$ cat src/pkg/ufc_map.svh
// Purpose: Register map, field positions and counts of the UART FIFO control block
// Assumes: Included by bare name wherever the constants are needed
// Notes:   Definitions only
`ifndef UFC_MAP_SVH
`define UFC_MAP_SVH

// ==================================================================
// Register addresses on the parallel port
`define UFC_A_DATA 3'h0
`define UFC_A_IER 3'h1
`define UFC_A_ISR 3'h2
`define UFC_A_LCR 3'h3
`define UFC_A_LSR 3'h5

// ==================================================================
// Field positions
`define UFC_FCR_EN 0
`define UFC_FCR_RXCLR 1
`define UFC_FCR_TXCLR 2
`define UFC_FCR_MODE 3
`define UFC_FCR_TRIG_LO 6
`define UFC_LCR_DLAB 7
`define UFC_IER_RDA 0
`define UFC_IER_THRE 1
`define UFC_IER_LS 2
`define UFC_IER_MS 3

// ==================================================================
// Reset values
`define UFC_IER_RST 8'h00
`define UFC_LCR_RST 8'h00
`define UFC_DIV_RST 16'h0000

// ==================================================================
// FIFO sizes and receive trigger levels
`define UFC_DEPTH_N 16
`define UFC_DEPTH 5'h10
`define UFC_DEPTH_NF 5'h01
`define UFC_TRIG_1 5'h01
`define UFC_TRIG_4 5'h04
`define UFC_TRIG_8 5'h08
`define UFC_TRIG_14 5'h0E

// ==================================================================
// Interrupt identification codes
`define UFC_ID_LS 4'h6
`define UFC_ID_RDA 4'h4
`define UFC_ID_TO 4'hC
`define UFC_ID_THRE 4'h2
`define UFC_ID_MS 4'h0
`define UFC_ID_NONE 4'h1

// ==================================================================
// Receive timeout in bit times, and the oversampling ratio
`define UFC_TO_MUL 10'h004
`define UFC_TO_ADD 10'h00C
`define UFC_WL_BASE 10'h005
`define UFC_OVS 10'h010

`endif

$ cat src/pkg/ufc_pkg.sv
// Purpose: Shared types of the UART FIFO control block
// Assumes: Nothing beyond the map header
// Notes:   Received characters travel with their error flags
package ufc_pkg;

    // ==================================================================
    // Received character with its reception flags
    typedef struct packed {
        logic brk;
        logic frm;
        logic par;
        logic [7:0] data;
    } ufc_rxchar_s;

    typedef logic [4:0] ufc_cnt_t;

endpackage

$ cat src/rtl/ufc_top.sv
// Purpose: FIFO, interrupt and baud control of one UART channel
// Assumes: Bus strobes and serial-side inputs are synchronous to clk_sys
// Notes:   Serial shifters, modem registers and scratchpad sit outside
`timescale 1ns/1ns
`include "ufc_map.svh"

// What this block does
// - Data-ready status stays set while any byte is in the receive FIFO
// - Status bits one to four report overrun, parity, framing, break
// - Status bit five is set when the transmit FIFO is empty
// - Status bit six needs transmit FIFO and shifter both empty
// - Baud counter divides the clock by a 16-bit two-byte divisor
// - Baud output runs at sixteen times the bit rate
// - Enable bits 0..3 gate data, transmit, line and modem interrupts
// - Upper four enable bits always read zero
// - Status read shows only the highest pending interrupt
// - Codes: line 0110, data 0100, timeout 1100, transmit 0010, modem 0000
// - Status bit zero is low while an enabled interrupt pends
// - Bits 5:4 read zero, bits 7:6 follow FIFO enable
// - Timeout only in FIFO mode and never with an empty FIFO
// - Timeout restarts at stop centre, expires after 4*length+12 bits
// - Control bit zero enables both FIFOs; host sets it first
// - Control bit one empties the receive FIFO and self-clears
// - Control bit two empties the transmit FIFO and self-clears
// - Control bit three picks ready-pin mode one
// - Mode zero: transmit-ready low while nothing is queued
// - Mode zero: receive-ready low while a character waits
// - Mode one: transmit-ready high only when the FIFO is full
// - Mode one: receive-ready low at trigger or timeout until empty
// - Trigger levels 1, 4, 8, 14 from control bits seven and six
// - Divisor bytes appear at shared addresses only with latch bit set
// - Status bit seven flags an errored character in FIFO mode, clears on read
module ufc_top
    import ufc_pkg::*;
(
    input wire logic clk_sys,
    input wire logic reset_n,
    input wire logic cs_n,
    input wire logic rd_n,
    input wire logic wr_n,
    input wire logic [2:0] addr,
    input wire logic [7:0] data_in,
    output logic [7:0] data_out,
    output logic data_oe,
    input wire ufc_rxchar_s rx_char,
    input wire logic rx_char_valid,
    input wire logic rx_stop_mid,
    input wire logic modem_int,
    input wire logic tx_shift_empty,
    output logic [7:0] tx_char,
    output logic tx_valid,
    input wire logic tx_ready,
    output logic baud16,
    output logic irq,
    output logic receive_ready_pin_n,
    output logic transmit_ready_pin_n
);

    // ==================================================================
    // Declarations
    logic rd_prev_q, wr_prev_q, rd_act, wr_act, rd_stb, wr_stb;
    logic rd_rhr, rd_isr, rd_lsr;
    logic wr_thr, wr_ier, wr_fcr, wr_lcr, wr_dll, wr_dlm;
    logic [7:0] ier_q, lcr_q, rdata, data_out_q;
    logic data_oe_q;
    logic fifo_en_q, mode1_q;
    logic [1:0] trig_sel_q;
    logic [15:0] div_q, b_cnt_q;
    logic baud16_q, dlab, fifo_mode1;
    ufc_cnt_t limit, trig, rx_cnt_q, tx_cnt_q;
    ufc_rxchar_s rx_mem [0:`UFC_DEPTH_N-1];
    logic [7:0] tx_mem [0:`UFC_DEPTH_N-1];
    logic [3:0] rx_wp_q, rx_rp_q, tx_wp_q, tx_rp_q;
    logic rx_push, rx_pop, rx_ovr, rx_clr, tx_push, tx_pop, tx_clr;
    ufc_rxchar_s rx_head;
    logic [3:0] err_ev, lsr_err;
    logic lsr7_q, rx_bad;
    logic [9:0] to_cnt_q, to_lim, wl;
    logic to_flag_q, to_set;
    logic thre_q, tx_empty, tx_empty_prev_q, tx_all_empty;
    logic [7:0] sk_q, out_q;
    logic sk_v_q, out_v_q;
    logic ls_p, rda_p, to_p, thre_p, ms_p, any_p;
    logic [3:0] isr_id;
    logic irq_q, rxr_n_q, txr_n_q;

    // Receive trigger level from the two-bit code
    function automatic ufc_cnt_t trig_of(input logic [1:0] code);
        case (code)
            2'h0: trig_of = `UFC_TRIG_1;
            2'h1: trig_of = `UFC_TRIG_4;
            2'h2: trig_of = `UFC_TRIG_8;
            default: trig_of = `UFC_TRIG_14;
        endcase
    endfunction

    // ==================================================================
    // Bus strobes: act once on the leading edge of each access
    assign rd_act = ~cs_n & ~rd_n;
    assign wr_act = ~cs_n & ~wr_n;
    assign rd_stb = rd_act & ~rd_prev_q;
    assign wr_stb = wr_act & ~wr_prev_q;
    assign dlab = lcr_q[`UFC_LCR_DLAB];

    // Previous strobe levels for edge detection
    always_ff @(posedge clk_sys or negedge reset_n) begin
        if (!reset_n) begin
            rd_prev_q <= 1'b0;
            wr_prev_q <= 1'b0;
        end else begin
            rd_prev_q <= rd_act;
            wr_prev_q <= wr_act;
        end
    end

    // Read side-effect decode
    always_comb begin
        rd_rhr = 1'b0;
        rd_isr = 1'b0;
        rd_lsr = 1'b0;
        if (rd_stb && addr == `UFC_A_DATA && !dlab) begin
            rd_rhr = 1'b1;
        end else if (rd_stb && addr == `UFC_A_ISR) begin
            rd_isr = 1'b1;
        end else if (rd_stb && addr == `UFC_A_LSR) begin
            rd_lsr = 1'b1;
        end
    end

    // Write decode; divisor bytes shadow data and enable registers
    always_comb begin
        wr_thr = 1'b0;
        wr_ier = 1'b0;
        wr_fcr = 1'b0;
        wr_lcr = 1'b0;
        wr_dll = 1'b0;
        wr_dlm = 1'b0;
        if (wr_stb && addr == `UFC_A_DATA) begin
            wr_dll = dlab;
            wr_thr = !dlab;
        end else if (wr_stb && addr == `UFC_A_IER) begin
            wr_dlm = dlab;
            wr_ier = !dlab;
        end else if (wr_stb && addr == `UFC_A_ISR) begin
            wr_fcr = 1'b1;
        end else if (wr_stb && addr == `UFC_A_LCR) begin
            wr_lcr = 1'b1;
        end
    end

    // ==================================================================
    // Control registers
    always_ff @(posedge clk_sys or negedge reset_n) begin
        if (!reset_n) begin
            ier_q <= `UFC_IER_RST;
            lcr_q <= `UFC_LCR_RST;
        end else begin
            if (wr_ier) ier_q <= {4'h0, data_in[3:0]};
            if (wr_lcr) lcr_q <= data_in;
        end
    end

    // FIFO control; clear bits are pulses and never stored
    always_ff @(posedge clk_sys or negedge reset_n) begin
        if (!reset_n) begin
            fifo_en_q <= 1'b0;
            mode1_q <= 1'b0;
            trig_sel_q <= 2'h0;
        end else if (wr_fcr) begin
            fifo_en_q <= data_in[`UFC_FCR_EN];
            mode1_q <= data_in[`UFC_FCR_MODE];
            trig_sel_q <= data_in[`UFC_FCR_TRIG_LO +: 2];
        end
    end

    assign rx_clr = wr_fcr & data_in[`UFC_FCR_RXCLR];
    assign tx_clr = wr_fcr & data_in[`UFC_FCR_TXCLR];
    assign limit = fifo_en_q ? `UFC_DEPTH : `UFC_DEPTH_NF;
    assign trig = trig_of(trig_sel_q);
    assign fifo_mode1 = fifo_en_q & mode1_q;

    // ==================================================================
    // Baud generator: one pulse every divisor clocks, zero halts it
    always_ff @(posedge clk_sys or negedge reset_n) begin
        if (!reset_n) begin
            div_q <= `UFC_DIV_RST;
        end else begin
            if (wr_dll) div_q[7:0] <= data_in;
            if (wr_dlm) div_q[15:8] <= data_in;
        end
    end

    // Divider counter, restarted on each divisor write
    always_ff @(posedge clk_sys or negedge reset_n) begin
        if (!reset_n) begin
            b_cnt_q <= 16'h0000;
            baud16_q <= 1'b0;
        end else if (wr_dll || wr_dlm || div_q == 16'h0000) begin
            b_cnt_q <= 16'h0000;
            baud16_q <= 1'b0;
        end else if (b_cnt_q >= div_q - 16'h0001) begin
            b_cnt_q <= 16'h0000;
            baud16_q <= 1'b1;
        end else begin
            b_cnt_q <= b_cnt_q + 16'h0001;
            baud16_q <= 1'b0;
        end
    end

    // ==================================================================
    // Receive FIFO; a character arriving when full is an overrun
    assign rx_push = rx_char_valid && rx_cnt_q < limit;
    assign rx_ovr = rx_char_valid && !(rx_cnt_q < limit);
    assign rx_pop = rd_rhr && rx_cnt_q != 5'h00;
    assign rx_head = rx_mem[rx_rp_q];

    // Storage for received characters
    always_ff @(posedge clk_sys) begin
        if (rx_push) rx_mem[rx_wp_q] <= rx_char;
    end

    // Pointers and fill count
    always_ff @(posedge clk_sys or negedge reset_n) begin
        if (!reset_n) begin
            rx_wp_q <= 4'h0;
            rx_rp_q <= 4'h0;
            rx_cnt_q <= 5'h00;
        end else if (rx_clr) begin
            rx_wp_q <= 4'h0;
            rx_rp_q <= 4'h0;
            rx_cnt_q <= 5'h00;
        end else begin
            if (rx_push) rx_wp_q <= rx_wp_q + 4'h1;
            if (rx_pop) rx_rp_q <= rx_rp_q + 4'h1;
            rx_cnt_q <= rx_cnt_q + {4'h0, rx_push} - {4'h0, rx_pop};
        end
    end

    // ==================================================================
    // Transmit FIFO feeding the two-entry output buffer
    assign tx_push = wr_thr && tx_cnt_q < limit;
    assign tx_pop = tx_cnt_q != 5'h00 && !sk_v_q;
    assign tx_empty = tx_cnt_q == 5'h00;

    // Storage for characters to send
    always_ff @(posedge clk_sys) begin
        if (tx_push) tx_mem[tx_wp_q] <= data_in;
    end

    // Pointers and fill count; the output stages are left alone
    always_ff @(posedge clk_sys or negedge reset_n) begin
        if (!reset_n) begin
            tx_wp_q <= 4'h0;
            tx_rp_q <= 4'h0;
            tx_cnt_q <= 5'h00;
        end else if (tx_clr) begin
            tx_wp_q <= 4'h0;
            tx_rp_q <= 4'h0;
            tx_cnt_q <= 5'h00;
        end else begin
            if (tx_push) tx_wp_q <= tx_wp_q + 4'h1;
            if (tx_pop) tx_rp_q <= tx_rp_q + 4'h1;
            tx_cnt_q <= tx_cnt_q + {4'h0, tx_push} - {4'h0, tx_pop};
        end
    end

    // Skid pair: a stalled shifter parks the next word in the spare slot
    always_ff @(posedge clk_sys or negedge reset_n) begin
        if (!reset_n) begin
            out_q <= 8'h00;
            out_v_q <= 1'b0;
            sk_q <= 8'h00;
            sk_v_q <= 1'b0;
        end else if (!out_v_q || tx_ready) begin
            if (sk_v_q) begin
                out_q <= sk_q;
                out_v_q <= 1'b1;
                sk_v_q <= 1'b0;
            end else begin
                out_q <= tx_mem[tx_rp_q];
                out_v_q <= tx_pop;
            end
        end else if (tx_pop) begin
            sk_q <= tx_mem[tx_rp_q];
            sk_v_q <= 1'b1;
        end
    end

    assign tx_all_empty = tx_empty & !sk_v_q & !out_v_q & tx_shift_empty;

    // ==================================================================
    // Line status error flags, sticky until the status is read
    assign err_ev = {rx_push & rx_char.brk, rx_push & rx_char.frm,
                     rx_push & rx_char.par, rx_ovr};
    assign rx_bad = rx_char.brk | rx_char.frm | rx_char.par;

    genvar gi;
    generate
        for (gi = 0; gi < 4; gi++) begin : g_err
            logic bit_q;
            // A new error wins over the clearing read
            always_ff @(posedge clk_sys or negedge reset_n) begin
                if (!reset_n) begin
                    bit_q <= 1'b0;
                end else if (err_ev[gi]) begin
                    bit_q <= 1'b1;
                end else if (rd_lsr) begin
                    bit_q <= 1'b0;
                end
            end
            assign lsr_err[gi] = bit_q;
        end
    endgenerate

    // Errored character in the FIFO, FIFO mode only
    always_ff @(posedge clk_sys or negedge reset_n) begin
        if (!reset_n) begin
            lsr7_q <= 1'b0;
        end else if (rx_push && rx_bad && fifo_en_q) begin
            lsr7_q <= 1'b1;
        end else if (rd_lsr || !fifo_en_q) begin
            lsr7_q <= 1'b0;
        end
    end

    // ==================================================================
    // Receive timeout counted in 16x ticks
    assign wl = `UFC_WL_BASE + {8'h00, lcr_q[1:0]};
    assign to_lim = (wl * `UFC_TO_MUL + `UFC_TO_ADD) * `UFC_OVS;
    assign to_set = baud16_q && to_cnt_q == to_lim - 10'h001
                    && fifo_en_q && rx_cnt_q != 5'h00;

    // Counter restarts at each stop centre, read, or empty FIFO
    always_ff @(posedge clk_sys or negedge reset_n) begin
        if (!reset_n) begin
            to_cnt_q <= 10'h000;
        end else if (rx_stop_mid || rx_pop || rx_clr || rx_cnt_q == 5'h00) begin
            to_cnt_q <= 10'h000;
        end else if (baud16_q && to_cnt_q < to_lim) begin
            to_cnt_q <= to_cnt_q + 10'h001;
        end
    end

    // Timeout flag; expiry wins over a read in the same cycle
    always_ff @(posedge clk_sys or negedge reset_n) begin
        if (!reset_n) begin
            to_flag_q <= 1'b0;
        end else if (to_set) begin
            to_flag_q <= 1'b1;
        end else if (rx_pop || rx_clr || rx_stop_mid || !fifo_en_q) begin
            to_flag_q <= 1'b0;
        end
    end

    // ==================================================================
    // Transmit-empty interrupt, set when the FIFO drains
    always_ff @(posedge clk_sys or negedge reset_n) begin
        if (!reset_n) begin
            tx_empty_prev_q <= 1'b1;
            thre_q <= 1'b0;
        end else begin
            tx_empty_prev_q <= tx_empty;
            if (tx_empty && !tx_empty_prev_q) begin
                thre_q <= 1'b1;
            end else if (wr_thr || (rd_isr && isr_id == `UFC_ID_THRE)) begin
                thre_q <= 1'b0;
            end
        end
    end

    // Pending sources, each gated by its enable
    assign ls_p = ier_q[`UFC_IER_LS] & (|lsr_err);
    assign rda_p = ier_q[`UFC_IER_RDA]
                   & (fifo_en_q ? rx_cnt_q >= trig : rx_cnt_q != 5'h00);
    assign to_p = ier_q[`UFC_IER_RDA] & to_flag_q & fifo_en_q
                  & rx_cnt_q != 5'h00;
    assign thre_p = ier_q[`UFC_IER_THRE] & thre_q;
    assign ms_p = ier_q[`UFC_IER_MS] & modem_int;
    assign any_p = ls_p | rda_p | to_p | thre_p | ms_p;

    // Priority encoder: only the highest pending source is shown
    always_comb begin
        if (ls_p) begin
            isr_id = `UFC_ID_LS;
        end else if (rda_p) begin
            isr_id = `UFC_ID_RDA;
        end else if (to_p) begin
            isr_id = `UFC_ID_TO;
        end else if (thre_p) begin
            isr_id = `UFC_ID_THRE;
        end else if (ms_p) begin
            isr_id = `UFC_ID_MS;
        end else begin
            isr_id = `UFC_ID_NONE;
        end
    end

    // ==================================================================
    // Read data mux
    always_comb begin
        if (addr == `UFC_A_DATA) begin
            rdata = dlab ? div_q[7:0] : rx_head.data;
        end else if (addr == `UFC_A_IER) begin
            rdata = dlab ? div_q[15:8] : ier_q;
        end else if (addr == `UFC_A_ISR) begin
            rdata = {fifo_en_q, fifo_en_q, 2'h0, isr_id};
        end else if (addr == `UFC_A_LCR) begin
            rdata = lcr_q;
        end else if (addr == `UFC_A_LSR) begin
            rdata = {lsr7_q, tx_all_empty, tx_empty, lsr_err,
                     rx_cnt_q != 5'h00};
        end else begin
            rdata = 8'h00;
        end
    end

    // Registered read data, driven while the read strobe is held
    always_ff @(posedge clk_sys or negedge reset_n) begin
        if (!reset_n) begin
            data_out_q <= 8'h00;
            data_oe_q <= 1'b0;
        end else begin
            if (rd_stb) data_out_q <= rdata;
            data_oe_q <= rd_act;
        end
    end

    // ==================================================================
    // Interrupt and ready pins
    always_ff @(posedge clk_sys or negedge reset_n) begin
        if (!reset_n) begin
            irq_q <= 1'b0;
            txr_n_q <= 1'b1;
            rxr_n_q <= 1'b1;
        end else begin
            irq_q <= any_p;
            if (fifo_mode1) begin
                txr_n_q <= tx_cnt_q == `UFC_DEPTH;
                if (rx_cnt_q >= trig || to_flag_q) begin
                    rxr_n_q <= 1'b0;
                end else if (rx_cnt_q == 5'h00) begin
                    rxr_n_q <= 1'b1;
                end
            end else begin
                txr_n_q <= !tx_empty;
                rxr_n_q <= rx_cnt_q == 5'h00;
            end
        end
    end

    assign data_out = data_out_q;
    assign data_oe = data_oe_q;
    assign tx_char = out_q;
    assign tx_valid = out_v_q;
    assign baud16 = baud16_q;
    assign irq = irq_q;
    assign receive_ready_pin_n = rxr_n_q;
    assign transmit_ready_pin_n = txr_n_q;
endmodule

$ cat config.mk
export PLATFORM = sky130hd
export DESIGN_NAME = ufc_top
export DESIGN_NICKNAME = d
export VERILOG_FILES = /design/src/pkg/ufc_pkg.sv /design/src/rtl/ufc_top.sv
export VERILOG_INCLUDE_DIRS = /design/src /design/src/pkg
export SDC_FILE = /design/constraint.sdc
export NUM_CORES = 1
export LEC_CHECK = 0
export BUFFER_PORTS_ARGS = -buffer_cell sky130_fd_sc_hd__buf_2
export CAP_MARGIN = 20
export CORE_ASPECT_RATIO = 0.6
export CORE_UTILIZATION = 39
export CTS_CLUSTER_DIAMETER = 50
export DETAILED_ROUTE_END_ITERATION = 10
export SLEW_MARGIN = 20
export SYNTH_ARGS = -nofsm -noshare
export SYNTH_HDL_FRONTEND = slang
export SYNTH_SLANG_ARGS = --single-unit
$ cat constraint.sdc
create_clock -name clk_sys -period 4.2 [get_ports clk_sys]
set_clock_uncertainty 0.1 [all_clocks]
set_input_delay 0.21 -clock clk_sys [delete_from_list [all_inputs] [get_ports clk_sys]]
set_output_delay 0.21 -clock clk_sys [all_outputs]
set_load 0.005 [all_outputs]
==> results.sh <==
export IMPL_outcome="finished, final reports clean"
export IMPL_fill_cells=3738
export IMPL_fin_nets=1327
export IMPL_yosysWarnings=0
export IMPL_relSlewSlack_pct=24.6
export IMPL_grtUsageMet2_pct=24.5
export IMPL_vias=9774
export IMPL_pin_count=54
export IMPL_grt_pass1_wl_mm=61.6
export IMPL_critPathMaxFanout=15
export IMPL_track_usage_pct=18.5
export IMPL_max_cap_violations=0
export IMPL_grt_overflow=0
export IMPL_mostFrequentLayoutCell="edfxtp_1"
export IMPL_post_cts_buffers=0
export IMPL_path_clk_slew_ns=0.06
export IMPL_grtUsageMet3_pct=4.72
export IMPL_tns_ns=0
export IMPL_cts_inserted_buffers=38
export IMPL_synth_nets=1225
export IMPL_layout_min_cycle_time_ns=3.36
export IMPL_synth_top_area_share_pct=45.3
export IMPL_postSynth_asyncResetShare_pct=32.6
export IMPL_slew_violations=0
export IMPL_fp_dieH_um=164
export IMPL_reg2reg_slack_ns=0.87
export IMPL_antenna_found_initial=1
export IMPL_multi_input_area_um2=5810
export IMPL_synth_area_leaders="edfxtp_1 45%, dfrtp_1 18%, mux4_2 8.6%"
export IMPL_clock_latency_ns=0.56
export IMPL_dp_hpwl_mm=27.5
export IMPL_reg2reg_depth=14
export IMPL_antenna_left=0
export IMPL_gp_congestion=0.870
export IMPL_drc=0
export IMPL_die_width_um=271
export IMPL_yosysSeqAreaShare_pct=63.6
export IMPL_hold_violations=0
export IMPL_via_per_inst=5.32
export IMPL_fin_util_pct=46.0
export IMPL_timing_rr_start="fifo_en_q$_DFFE_PN0P_"
export IMPL_worst_pin_slew_ns=1.13
export IMPL_grtUsageMet1_pct=29.9
export IMPL_numClockSinks=380
export IMPL_synthFlopType="edfxtp_1"
export IMPL_grt_pass1_vias=9755
export IMPL_worstPathRequired_ns=4.56
export IMPL_min_from="data_in[3]"
export IMPL_synth_area_leader_cell="edfxtp_1"
export IMPL_cts_root_buf="clkbuf_16"
export IMPL_drt_total_wl_mm=39.9
export IMPL_post_route_period_util_pct=80.1
export IMPL_worst_setup_path_start_kind="input pin"
export IMPL_avgRoutedWirePerCell_um=21.7
export IMPL_dieArea_um2=44400
export IMPL_top_usage_layer="met1"
export IMPL_timing_rr_end="tx_cnt_q[4]$_DFF_PN0_"
export IMPL_endpoint_kind="flop"
export IMPL_avgSynthCellArea_um2=14.9
export IMPL_layout_cells_most_common_list="256 x edfxtp_1, 119 x dfrtp_1, 93 x nor2_1"
export IMPL_synth_edff_count=256
export IMPL_drt_iter0_markers=986
export IMPL_area_growth_pct=14.8
export IMPL_portBuffers=53
export IMPL_powerDensity_nw_per_um2=587
export IMPL_grt_max_degree=95
export IMPL_syn_inst=1136
export IMPL_ys_types=69
export IMPL_tritoncts="built"
export IMPL_initial_core_util_pct=40.1
export IMPL_syn_cell_area_um2=17000
export IMPL_drive_gt1_share_pct=21.1
export IMPL_worstHoldEndpoint="tx_mem[13][3]$_DFFE_PP_"
export IMPL_clock_fmax_mhz=297
export IMPL_peakVddDrop_v=0.000273
export IMPL_drt_first_pass_iters=5
export IMPL_cts_path_max_buffers=3
export IMPL_core_area_um2=42400
export IMPL_rsz0062_at_grt="false"
export IMPL_rows=58
export IMPL_p_leak_nw=7.31
export IMPL_worstSetupPathType="in2reg"
export IMPL_arrival_ns=3.72
export IMPL_seqCellArea_um2=10800
export IMPL_setup_violations=0
export IMPL_n_antenna_cell=0
export IMPL_ys_ff_latch=380
export IMPL_hold_path_class="in2reg"
export IMPL_whs_path_depth=1
export IMPL_cts_htree_levels=2
## area by class of cell
| type | count | area share, % |
|---|---|---|
| inverters | 47 | 0.905 |
| repair buffers | 105 | 3.68 |
| flip-flops and latches | 380 | 55.4 |
| clock inverters | 22 | 1.15 |
| clock buffers | 48 | 5.39 |
| multi-input cells | 666 | 29.8 |
| well taps | 570 | 3.66 |
## stage by stage
| stage | total power [W] | hold slack [ns] | instance area, µm² | setup WS, ns | instances |
|---|---|---|---|---|---|
| after floorplan | 0.00707 | -0.186 | 17000 | 0.698 | 1136 |
| after global placement | 0.00796 | 0.268 | 18000 | 0.956 | 1746 |
| after detailed placement | 0.00801 | 0.273 | 18000 | 0.882 | 1746 |
| after CTS | 0.0115 | 0.0129 | 19500 | 0.861 | 1838 |
| after global routing | 0.0120 | 0.0262 | 19500 | 0.591 | 1838 |
| final | 0.0114 | 0.0276 | 19500 | 0.836 | 1838 |
## critical path: stages
cell	delay (ns)
dlygate4sd3_1	0.55
buf_2	0.21
nor3_1	0.32
nand3b_1	0.17
nor3_2	0.41
inv_2	0.16
ha_1	0.31
inv_1	0.04
ha_1	0.20
fa_1	0.41
a21oi_1	0.16
nor2_1	0.07
or3_1	0.34
a21oi_1	0.14
## where the power goes
group,switching (W),internal [W]
Combinational,0.00158,0.00151
Clock,0.00150,0.00198
Sequential,0.000478,0.00439
## flip-flops by register name (all words and copies together), names as in the netlist, 2 cells and up
| signal | count |
|---|---|
| b_cnt_q | 16 |
| rx_cnt_q | 5 |
| data_out | 8 |
| ier_q | 4 |
| sk_q | 8 |
| rx_wp_q | 4 |
| tx_mem | 128 |
| trig_sel_q | 2 |
| lcr_q | 8 |
| to_cnt_q | 10 |
| tx_rp_q | 4 |
| rx_rp_q | 4 |
| tx_char | 8 |
| div_q | 16 |
| rx_mem | 128 |
| g_err.bit_q | 4 |
| tx_wp_q | 4 |
| tx_cnt_q | 5 |
## synthesized netlist by cell type (22+ instances only)
cell type and number:
clkbuf_1 22, xnor2_1 27, mux2_2 38, dfrtp_1 121, nor2_1 93, inv_1 44
mux4_2 65, ha_1 55, xor2_1 30, nor3_1 22, edfxtp_1 256, nand2_1 73
mux2i_1 24, a21oi_1 29
## cells by family after synthesis
family          after synthesis  share of synthesized area [%]
xor+xnor                     57                           2.94
flops                       380                           63.6
mux                         134                           13.6
simple gates                305                           8.94
fa+ha+maj                    57                           4.29
buf+inv                      90                           2.39
compound gates              113                           4.20
## worst max path at each step
stage                          start                    end  slack [ns]  cells past startpoint
6_report                     addr[0]  tx_cnt_q[4]$_DFF_PN0_        0.84                     14
2_1_floorplan  fifo_en_q$_DFFE_PN0P_  rx_cnt_q[4]$_DFF_PN0_        0.70                     14
4_1_cts        fifo_en_q$_DFFE_PN0P_  tx_cnt_q[4]$_DFF_PN0_        0.86                     14
3_3_place_gp   fifo_en_q$_DFFE_PN0P_  tx_cnt_q[4]$_DFF_PN0_        0.96                     14
5_1_grt        tx_cnt_q[1]$_DFF_PN0_  tx_cnt_q[4]$_DFF_PN0_        0.59                     14
3_5_place_dp   fifo_en_q$_DFFE_PN0P_  tx_cnt_q[4]$_DFF_PN0_        0.88                     14
## what timing repair did
item / CTS / global route
hold buffers: 22 / 0
hold endpoints to repair: 224 / 0
gates resized for setup: 0 / 0
## per-layer routing
metal	share of wire, %	wire length, µm
met5	0	0
met4	1.4	554
met3	6.7	2690
met2	40	15900
met1	52	20800
No activity file was read; power rests on OpenSTA's default activity.
